$ cat config.mk
export PLATFORM = sky130hd
export DESIGN_NAME = synth_control_registers
export DESIGN_NICKNAME = d
export VERILOG_FILES = /design/src/verilog/synth_ctrl_pkg.sv /design/src/verilog/synth_control_registers.sv /design/src/verilog/fastlock_timeout.sv
export SDC_FILE = /design/constraint.sdc
export NUM_CORES = 1
export LEC_CHECK = 0
export BUFFER_PORTS_ARGS = -buffer_cell sky130_fd_sc_hd__buf_2
export CORE_ASPECT_RATIO = 1.75
export CORE_MARGIN = 1.5
export CORE_UTILIZATION = 50
export DETAILED_ROUTE_END_ITERATION = 8
export PLACE_DENSITY = 0.76
export SYNTH_ARGS = -nofsm -noshare
export SYNTH_HDL_FRONTEND = slang
export SYNTH_HIERARCHICAL = 1
export SYNTH_SLANG_ARGS = --single-unit
$ cat constraint.sdc
create_clock -name i_clk_sys -period 2.4 [get_ports i_clk_sys]
set_input_delay 0.48 -clock i_clk_sys [delete_from_list [all_inputs] [get_ports i_clk_sys]]
set_output_delay 0.48 -clock i_clk_sys [all_outputs]
set_load 0.05 [all_outputs]
$ cat src/verilog/synth_ctrl_pkg.sv
package synth_ctrl_pkg;

   // Word select codes, low three bits of every word
   localparam logic [2:0] SEL_CHANNEL  = 3'h0;
   localparam logic [2:0] SEL_MODULUS  = 3'h1;
   localparam logic [2:0] SEL_PHASE    = 3'h2;
   localparam logic [2:0] SEL_LOOP     = 3'h3;
   localparam logic [2:0] SEL_FASTLOCK = 3'h4;
   localparam logic [2:0] SEL_POWER    = 3'h5;
   localparam logic [2:0] SEL_MODE     = 3'h6;
   localparam int         SEL_LSB      = 0;

   // Loop function register fields
   localparam int POLARITY_BIT  = 3;
   localparam int PUMP_GND_N_BIT = 5;

   // Fast-lock timer register fields
   localparam int TIMER_SEL_LSB = 3;
   localparam int TIMER_VAL_LSB = 5;
   localparam int TIMER_VAL_W   = 9;
   localparam logic [1:0] TSEL_SWITCH_C  = 2'h0;
   localparam logic [1:0] TSEL_SWITCH_AB = 2'h1;
   localparam logic [1:0] TSEL_PUMP      = 2'h2;

   // Power-down register fields
   localparam int CNT_RESET_BIT = 3;
   localparam int TRISTATE_BIT  = 4;
   localparam int PUMP_PD_BIT   = 5;
   localparam int AMP_PD_LO_BIT = 6;
   localparam int AMP_PD_HI_BIT = 7;

   // Mode and monitor register fields
   localparam int MODE_LSB = 12;
   localparam int MON_LSB  = 3;
   localparam logic [3:0] MODE_DEFAULT   = 4'h0;
   localparam logic [3:0] MODE_DITHER_ON = 4'h3;
   localparam logic [3:0] MODE_LD_10NS   = 4'h9;
   localparam logic [3:0] MON_REF_DIV    = 4'h0;
   localparam logic [3:0] MON_INT_DIV    = 4'h1;
   localparam logic [3:0] MON_PUMP_TMR   = 4'h2;
   localparam logic [3:0] MON_SW_AB_TMR  = 4'h3;
   localparam logic [3:0] MON_SW_C_TMR   = 4'h4;
   localparam logic [3:0] MON_LOCK       = 4'h5;

   // Values after reset
   localparam logic [8:0] TIMER_RESET    = 9'h000;
   localparam logic [3:0] MON_RESET      = 4'h0;
   localparam logic [4:0] PD_RESET       = 5'h1F;

   // Timing counts
   localparam int         PD_PER_TICK    = 4;
   localparam logic [2:0] PUMP_STEP_MAX  = 3'h6;
   localparam int         NUM_TIMERS     = 3;
   localparam int         TMR_PUMP       = 0;
   localparam int         TMR_SW_AB      = 1;
   localparam int         TMR_SW_C       = 2;

endpackage

$ cat src/verilog/synth_control_registers.sv
`timescale 1ns/10ps
module synth_control_registers #(
   parameter int TIMER_W = 9
) (
   // Clock and reset
   input  wire logic        i_clk_sys,
   input  wire logic        i_resetn,
   // Completed serial words
   input  wire logic [23:0] i_word,
   input  wire logic        i_word_load,
   // Loop timing and monitor sources
   input  wire logic        i_pd_tick,
   input  wire logic        i_ref_div_out,
   input  wire logic        i_int_div_out,
   input  wire logic        i_lock_detect,
   // Loop function controls
   output logic             o_pump_ground,
   output logic             o_pd_polarity_pos,
   // Power controls
   output logic             o_pll_powered_down,
   output logic             o_amp_powerdown,
   output logic             o_pump_powerdown,
   output logic             o_pump_tristate,
   output logic             o_divider_hold,
   output logic             o_counter_reset,
   output logic             o_lock_detect_reset,
   // Fast lock
   output logic             o_divider_load,
   output logic [2:0]       o_pump_current_step,
   output logic             o_switch_ab_closed,
   output logic             o_switch_c_closed,
   // Modes and monitor
   output logic             o_dither_en,
   output logic             o_lock_thresh_10ns,
   output logic             o_monitor_output
);

   // Select field of a word, shared by all decodes
   function automatic logic [2:0] word_select(input logic [23:0] w);
      word_select = w[synth_ctrl_pkg::SEL_LSB +: 3];
   endfunction

   logic                 wr_loop;
   logic                 wr_fastlock;
   logic                 wr_power;
   logic                 wr_mode;
   logic                 wr_channel;
   logic [1:0]           timer_sel;
   logic [TIMER_W-1:0]   timer_val;
   logic [TIMER_W-1:0]   load_val [synth_ctrl_pkg::NUM_TIMERS];
   logic [2:0]           tmr_run;
   logic [4:0]           pd_bits;
   logic [3:0]           mon_sel;
   logic                 seen_phase;
   logic                 seen_modulus;
   logic                 apply_pending;
   logic                 apply;
   logic [1:0]           quarter_cnt;
   logic                 quarter_tick;

   // Word decode
   assign wr_loop     = i_word_load && word_select(i_word) == synth_ctrl_pkg::SEL_LOOP;
   assign wr_fastlock = i_word_load
                        && word_select(i_word) == synth_ctrl_pkg::SEL_FASTLOCK;
   assign wr_power    = i_word_load && word_select(i_word) == synth_ctrl_pkg::SEL_POWER;
   assign wr_mode     = i_word_load && word_select(i_word) == synth_ctrl_pkg::SEL_MODE;
   assign wr_channel  = i_word_load
                        && word_select(i_word) == synth_ctrl_pkg::SEL_CHANNEL;
   assign timer_sel   = i_word[synth_ctrl_pkg::TIMER_SEL_LSB +: 2];
   assign timer_val   = i_word[synth_ctrl_pkg::TIMER_VAL_LSB +: TIMER_W];
   assign apply       = apply_pending && i_pd_tick;
   assign quarter_tick = i_pd_tick && quarter_cnt == 2'(synth_ctrl_pkg::PD_PER_TICK - 1);

   // Loop function bits; reserved bits are the host's business
   always_ff @(posedge i_clk_sys or negedge i_resetn) begin
      if (!i_resetn) begin
         o_pump_ground     <= 1'b1;
         o_pd_polarity_pos <= 1'b1;
      end else if (wr_loop) begin
         o_pump_ground     <= !i_word[synth_ctrl_pkg::PUMP_GND_N_BIT];
         o_pd_polarity_pos <= i_word[synth_ctrl_pkg::POLARITY_BIT];
      end
   end

   // Timer load values, one write per timer
   always_ff @(posedge i_clk_sys or negedge i_resetn) begin
      if (!i_resetn) begin
         for (int k = 0; k < synth_ctrl_pkg::NUM_TIMERS; k++) begin
            load_val[k] <= TIMER_W'(synth_ctrl_pkg::TIMER_RESET);
         end
      end else if (wr_fastlock) begin
         case (timer_sel)
            synth_ctrl_pkg::TSEL_PUMP:      load_val[synth_ctrl_pkg::TMR_PUMP]  <= timer_val;
            synth_ctrl_pkg::TSEL_SWITCH_AB: load_val[synth_ctrl_pkg::TMR_SW_AB] <= timer_val;
            synth_ctrl_pkg::TSEL_SWITCH_C:  load_val[synth_ctrl_pkg::TMR_SW_C]  <= timer_val;
            default: ;
         endcase
      end
   end

   // Power-down bits; only amp changes when both bits agree
   always_ff @(posedge i_clk_sys or negedge i_resetn) begin
      if (!i_resetn) begin
         pd_bits         <= synth_ctrl_pkg::PD_RESET;
         o_amp_powerdown <= 1'b1;
      end else if (wr_power) begin
         pd_bits <= i_word[synth_ctrl_pkg::CNT_RESET_BIT +: 5];
         if (i_word[synth_ctrl_pkg::AMP_PD_HI_BIT] && i_word[synth_ctrl_pkg::AMP_PD_LO_BIT]) begin
            o_amp_powerdown <= 1'b1;
         end else if (!i_word[synth_ctrl_pkg::AMP_PD_HI_BIT]
                      && !i_word[synth_ctrl_pkg::AMP_PD_LO_BIT]) begin
            o_amp_powerdown <= 1'b0;
         end
      end
   end

   // Pump and divider controls follow the power-down bits
   always_ff @(posedge i_clk_sys or negedge i_resetn) begin
      if (!i_resetn) begin
         o_pump_powerdown    <= 1'b1;
         o_pump_tristate     <= 1'b1;
         o_divider_hold      <= 1'b1;
         o_counter_reset     <= 1'b1;
         o_lock_detect_reset <= 1'b1;
      end else begin
         o_pump_powerdown    <= pd_bits[synth_ctrl_pkg::PUMP_PD_BIT - 3];
         o_pump_tristate     <= pd_bits[synth_ctrl_pkg::TRISTATE_BIT - 3]
                                || pd_bits[synth_ctrl_pkg::PUMP_PD_BIT - 3];
         o_divider_hold      <= pd_bits[synth_ctrl_pkg::PUMP_PD_BIT - 3];
         o_counter_reset     <= pd_bits[synth_ctrl_pkg::CNT_RESET_BIT - 3];
         o_lock_detect_reset <= pd_bits[synth_ctrl_pkg::PUMP_PD_BIT - 3];
      end
   end

   // Power-up hold: leave only after the full initial word set
   always_ff @(posedge i_clk_sys or negedge i_resetn) begin
      if (!i_resetn) begin
         seen_phase         <= 1'b0;
         seen_modulus       <= 1'b0;
         o_pll_powered_down <= 1'b1;
      end else begin
         if (i_word_load && word_select(i_word) == synth_ctrl_pkg::SEL_PHASE) begin
            seen_phase <= 1'b1;
         end
         if (i_word_load && word_select(i_word) == synth_ctrl_pkg::SEL_MODULUS) begin
            seen_modulus <= 1'b1;
         end
         if (wr_channel && seen_phase && seen_modulus
             && !pd_bits[synth_ctrl_pkg::PUMP_PD_BIT - 3]) begin
            o_pll_powered_down <= 1'b0;
         end
      end
   end

   // Channel write waits for the next detector cycle
   always_ff @(posedge i_clk_sys or negedge i_resetn) begin
      if (!i_resetn) begin
         apply_pending  <= 1'b0;
         o_divider_load <= 1'b0;
      end else begin
         apply_pending  <= wr_channel || (apply_pending && !i_pd_tick);
         o_divider_load <= apply;
      end
   end

   // Quarter-rate divider, realigned at each apply
   always_ff @(posedge i_clk_sys or negedge i_resetn) begin
      if (!i_resetn) begin
         quarter_cnt <= 2'h0;
      end else if (apply) begin
         quarter_cnt <= 2'h0;
      end else if (i_pd_tick) begin
         quarter_cnt <= quarter_cnt + 2'h1;
      end
   end

   // Three timeout counters, all started together
   generate
      for (genvar g = 0; g < synth_ctrl_pkg::NUM_TIMERS; g++) begin : g_timer
         fastlock_timeout #(
            .WIDTH      (TIMER_W)
         ) u_timer (
            .i_clk_sys  (i_clk_sys),
            .i_resetn   (i_resetn),
            .i_start    (apply),
            .i_tick     (quarter_tick),
            .i_load_val (load_val[g]),
            .o_running  (tmr_run[g])
         );
      end
   endgenerate

   // Switches track their counters
   always_ff @(posedge i_clk_sys or negedge i_resetn) begin
      if (!i_resetn) begin
         o_switch_ab_closed <= 1'b0;
         o_switch_c_closed  <= 1'b0;
      end else begin
         o_switch_ab_closed <= apply || tmr_run[synth_ctrl_pkg::TMR_SW_AB];
         o_switch_c_closed  <= apply || tmr_run[synth_ctrl_pkg::TMR_SW_C];
      end
   end

   // Pump current: step 6 is 64x, each quarter tick after expiry halves it
   always_ff @(posedge i_clk_sys or negedge i_resetn) begin
      if (!i_resetn) begin
         o_pump_current_step <= 3'h0;
      end else if (apply) begin
         o_pump_current_step <= synth_ctrl_pkg::PUMP_STEP_MAX;
      end else if (!tmr_run[synth_ctrl_pkg::TMR_PUMP] && quarter_tick
                   && o_pump_current_step != 3'h0) begin
         o_pump_current_step <= o_pump_current_step - 3'h1;
      end
   end

   // Mode codes; unlisted codes leave the modes alone
   always_ff @(posedge i_clk_sys or negedge i_resetn) begin
      if (!i_resetn) begin
         o_dither_en        <= 1'b0;
         o_lock_thresh_10ns <= 1'b0;
         mon_sel            <= synth_ctrl_pkg::MON_RESET;
      end else if (wr_mode) begin
         mon_sel <= i_word[synth_ctrl_pkg::MON_LSB +: 4];
         case (i_word[synth_ctrl_pkg::MODE_LSB +: 4])
            synth_ctrl_pkg::MODE_DEFAULT: begin
               o_dither_en        <= 1'b0;
               o_lock_thresh_10ns <= 1'b0;
            end
            synth_ctrl_pkg::MODE_DITHER_ON: o_dither_en <= 1'b1;
            synth_ctrl_pkg::MODE_LD_10NS:   o_lock_thresh_10ns <= 1'b1;
            default: ;
         endcase
      end
   end

   // Monitor mux; timer choices show high while counting
   always_ff @(posedge i_clk_sys or negedge i_resetn) begin
      if (!i_resetn) begin
         o_monitor_output <= 1'b0;
      end else begin
         case (mon_sel)
            synth_ctrl_pkg::MON_REF_DIV:   o_monitor_output <= i_ref_div_out;
            synth_ctrl_pkg::MON_INT_DIV:   o_monitor_output <= i_int_div_out;
            synth_ctrl_pkg::MON_PUMP_TMR:  o_monitor_output <= tmr_run[0];
            synth_ctrl_pkg::MON_SW_AB_TMR: o_monitor_output <= tmr_run[1];
            synth_ctrl_pkg::MON_SW_C_TMR:  o_monitor_output <= tmr_run[2];
            synth_ctrl_pkg::MON_LOCK:      o_monitor_output <= i_lock_detect;
            default:                       o_monitor_output <= 1'b0;
         endcase
      end
   end
endmodule

$ cat src/verilog/fastlock_timeout.sv
`timescale 1ns/10ps
// One fast-lock timeout counter, counting quarter-rate ticks
module fastlock_timeout #(
   parameter int WIDTH = 9
) (
   // Clock and reset
   input  wire logic             i_clk_sys,
   input  wire logic             i_resetn,
   // Control
   input  wire logic             i_start,
   input  wire logic             i_tick,
   input  wire logic [WIDTH-1:0] i_load_val,
   // Status
   output logic                  o_running
);

   logic [WIDTH-1:0] remain;

   // Load on start; a zero load never runs
   always_ff @(posedge i_clk_sys or negedge i_resetn) begin
      if (!i_resetn) begin
         remain    <= '0;
         o_running <= 1'b0;
      end else if (i_start) begin
         remain    <= i_load_val;
         o_running <= (i_load_val != '0);
      end else if (o_running && i_tick) begin
         remain    <= remain - WIDTH'(1);
         o_running <= (remain != WIDTH'(1));
      end
   end

endmodule

==> out/qor.txt <==
Fin Clk Skew: 7.64 ps
initial antenna violation count: 0
hpwl dp: 6620 microns
WL/cell: 18.3 microns
post-route ant nets: 0
LEAKAGE: 0.00214 uW
width of the die: 71.6 microns
CP arrival: 2240 ps
Syn Inst Count: 362
P&R area growth vs syn: 16.3%
crit-path max FO: 18
final setup fails: 0
max frequency: 503 MHz
setup tns final: 0 ps
core area: 7960 sq um
GPL Wtd Cong: 0.830
Initial Util: 0.517
synthesis-stage register bit count: 85
EDFF count, synth: 0
highest routed layer: met4
CP endpoint kind: register
max_cap viols: 0
pin count of the biggest net entering global routing: 50
CP required: 2650 ps
NumNets Final: 453
PwrDens: 1080 nW/um^2
worst r2r dst: g_timer[1].u_timer/remain[8]$_DFFE_PN0P_
clock latency at the later pin of the worst-skew pair: 340 ps
Worst slew margin: 0.571
CTS Sinks: 85
die area: 8810 sq um
vias per inst: 6.17
P_int: 3380 uW
sw frac: 0.346
CTS Buffer Depth: 2
RSZ-0062 raised after global routing: no
reg-to-reg slack, setup: 410 ps
DR iter-0 viols: 211
Final min period: 1990 ps
Met1 Wirelength: 3510 microns
highest-count cells in the layout ignoring fill and taps: dfrtp_1 (75), nand2_1 (41), buf_2 (39)
first-pass GRT wire length: 14,900 microns
total CTS buffers: 9
R2R depth: 6
Total Wirelength: 9280 microns
Gate power share: 0.270
Slew Limit Fails: 0
Multi-input gate area: 1870 sq um
Post-CTS Setup Bufs: 0
vias in the first global route: 3,145
share of layout cells above drive strength 1: 0.295
filler cell count: 646
site row count: 43
critical setup path kind: reg2reg
maximum VDD drop: 0.619 mV
Distinct cells, synth: 45
startpoint types: register
number of diodes: 0
# H-tree levels: 3
total gr overflow: 0
All-Layer GR Usage: 0.222
hold crit path type: in2async
DRC: 0
via count: 3,130
Synth async-reset ratio: 1.00
Hold Buf Count CTS: 0
clock root cell: clkbuf_16
DR WL met3: 348 microns
post-cts sizing count: 0
Ports: 49
Syn Nets: 403
Sequential Power Share: 0.459
FF/Latch Area: 2140 sq um
I/O Buffers: 40
synthesized area per cell: 11.4 sq um
Clock Power Share: 0.271
worst r2r src: quarter_cnt[0]$_DFFE_PN0P_
Initial DRT Pass Iterations: 6
worst hold slack: 166 ps
sequential share of the synthesized area: 0.520
Sw Pwr: 1780 uW
Final Hold Viols: 0
commonest non-fill, non-tap cell in the layout: dfrtp_1
outcome: finished, final reports clean
Die H: 123 microns
ys flop type: dfrtp_1
clk slew on worst S/H paths: 60 ps
crit share post-route: 0.829
synthesized cell area: 4120 sq um
routed length on met2: 5030 microns
Yosys Warn Count: 6
Slew @ Worst Pin: 644 ps
CTS tree: done
synth_stat cells, types with 2 or more instances:
cell type / n / area [sq um]
o21ai_0: 11 / 55.1
nor2_1: 26 / 97.6
and2_1: 4 / 25.0
a31oi_1: 14 / 87.6
nor2b_1: 4 / 25.0
or3_1: 3 / 18.8
nand4b_1: 6 / 52.6
or4b_2: 3 / 30.0
ha_1: 10 / 125
dfrtp_1: 75 / 1880
and3_1: 3 / 18.8
nand4bb_4: 3 / 82.6
xnor2_1: 4 / 35.0
or4_2: 3 / 26.3
o211ai_1: 11 / 82.6
o41ai_1: 9 / 78.8
inv_1: 17 / 63.8
nand3b_4: 2 / 40.0
clkbuf_1: 7 / 26.3
or4_4: 3 / 33.8
buf_4: 2 / 15.0
nand2b_1: 3 / 18.8
o31ai_1: 3 / 22.5
mux2_2: 33 / 372
nor3_1: 2 / 10.0
or4b_1: 3 / 30.0
nand3_1: 12 / 60.1
nor4_1: 6 / 37.5
nand2_1: 41 / 154
nand4bb_1: 4 / 45.0
a21oi_1: 4 / 20.0
or4_1: 9 / 67.6
dfstp_2: 10 / 263
per-stage QoR:
stage / utilization / cell area (sq um) / worst slack [ps] / power (uW) / cells
2_1_floorplan: - / 4120 / 338 / 3320 / 362
3_3_place_gp: 0.564 / 4490 / 366 / 3690 / 491
3_5_place_dp: 0.564 / 4490 / 304 / 3770 / 491
4_1_cts: 0.601 / 4790 / 397 / 5190 / 507
5_1_grt: 0.601 / 4790 / 252 / 5430 / 507
6_report: 0.601 / 4790 / 410 / 5160 / 507
worst max-delay path by stage:
stage | startpoint | endpoint | slack [ps]
2_1_floorplan | quarter_cnt[0]$_DFFE_PN0P_ | g_timer[0].u_timer/remain[8]$_DFFE_PN0P_ | 340
3_3_place_gp | i_pd_tick | g_timer[1].u_timer/remain[8]$_DFFE_PN0P_ | 370
3_5_place_dp | i_pd_tick | g_timer[1].u_timer/remain[8]$_DFFE_PN0P_ | 300
4_1_cts | quarter_cnt[0]$_DFFE_PN0P_ | g_timer[1].u_timer/remain[8]$_DFFE_PN0P_ | 400
5_1_grt | quarter_cnt[0]$_DFFE_PN0P_ | g_timer[1].u_timer/remain[8]$_DFFE_PN0P_ | 250
6_report | quarter_cnt[0]$_DFFE_PN0P_ | g_timer[1].u_timer/remain[8]$_DFFE_PN0P_ | 410
cells by family (layout without fill, tap and decap cells):
group	count (synthesis)	after routing	share of synthesized area
xor+xnor	4	4	0.00851
buf+inv	26	81	0.0255
compound gates	56	56	0.0918
fa+ha+maj	10	10	0.0304
mux	35	35	0.0982
simple gates	146	146	0.226
flops	85	85	0.520
flip-flops by register name, summed over array words and instances, names as in the netlist, 2 cells and up:
signal and count:
g_timer.u_timer/remain 27, load_val 27, mon_sel 4, g_timer.u_timer/o_running 3, o_pump_current_step 3, pd_bits 3
quarter_cnt 2
layout make-up:
class | instances | share of cell area
Timing Repair Buffer | 48 | 0.0627
Tap cell | 90 | 0.0235
Inverter | 17 | 0.0133
Multi-Input combinational cell | 251 | 0.391
Sequential cell | 85 | 0.447
Clock buffer | 15 | 0.0559
Clock inverter | 1 | 0.00627
layer usage:
metal  up-vias  track usage
met5         -            0
met4         0        0.130
met3        27       0.0522
met2        83        0.388
met1      1573        0.242
li1       1447            -
power groups by stage:
stage | Sequential, uW | Clock, uW | Combinational (uW)
2_1_floorplan | 2460 | 0 | 861
3_3_place_gp | 2360 | 0 | 1330
3_5_place_dp | 2380 | 0 | 1390
4_1_cts | 2360 | 1420 | 1410
5_1_grt | 2430 | 1480 | 1530
6_report | 2370 | 1400 | 1390
critical path: stages (launching register included):
cell and delay, ps:
dfrtp_1 370, ha_1 170, and2_1 170, buf_12 170, nand4b_1 260, or4b_1 580
a31oi_1 190
Power figures use the tool's default switching activity.
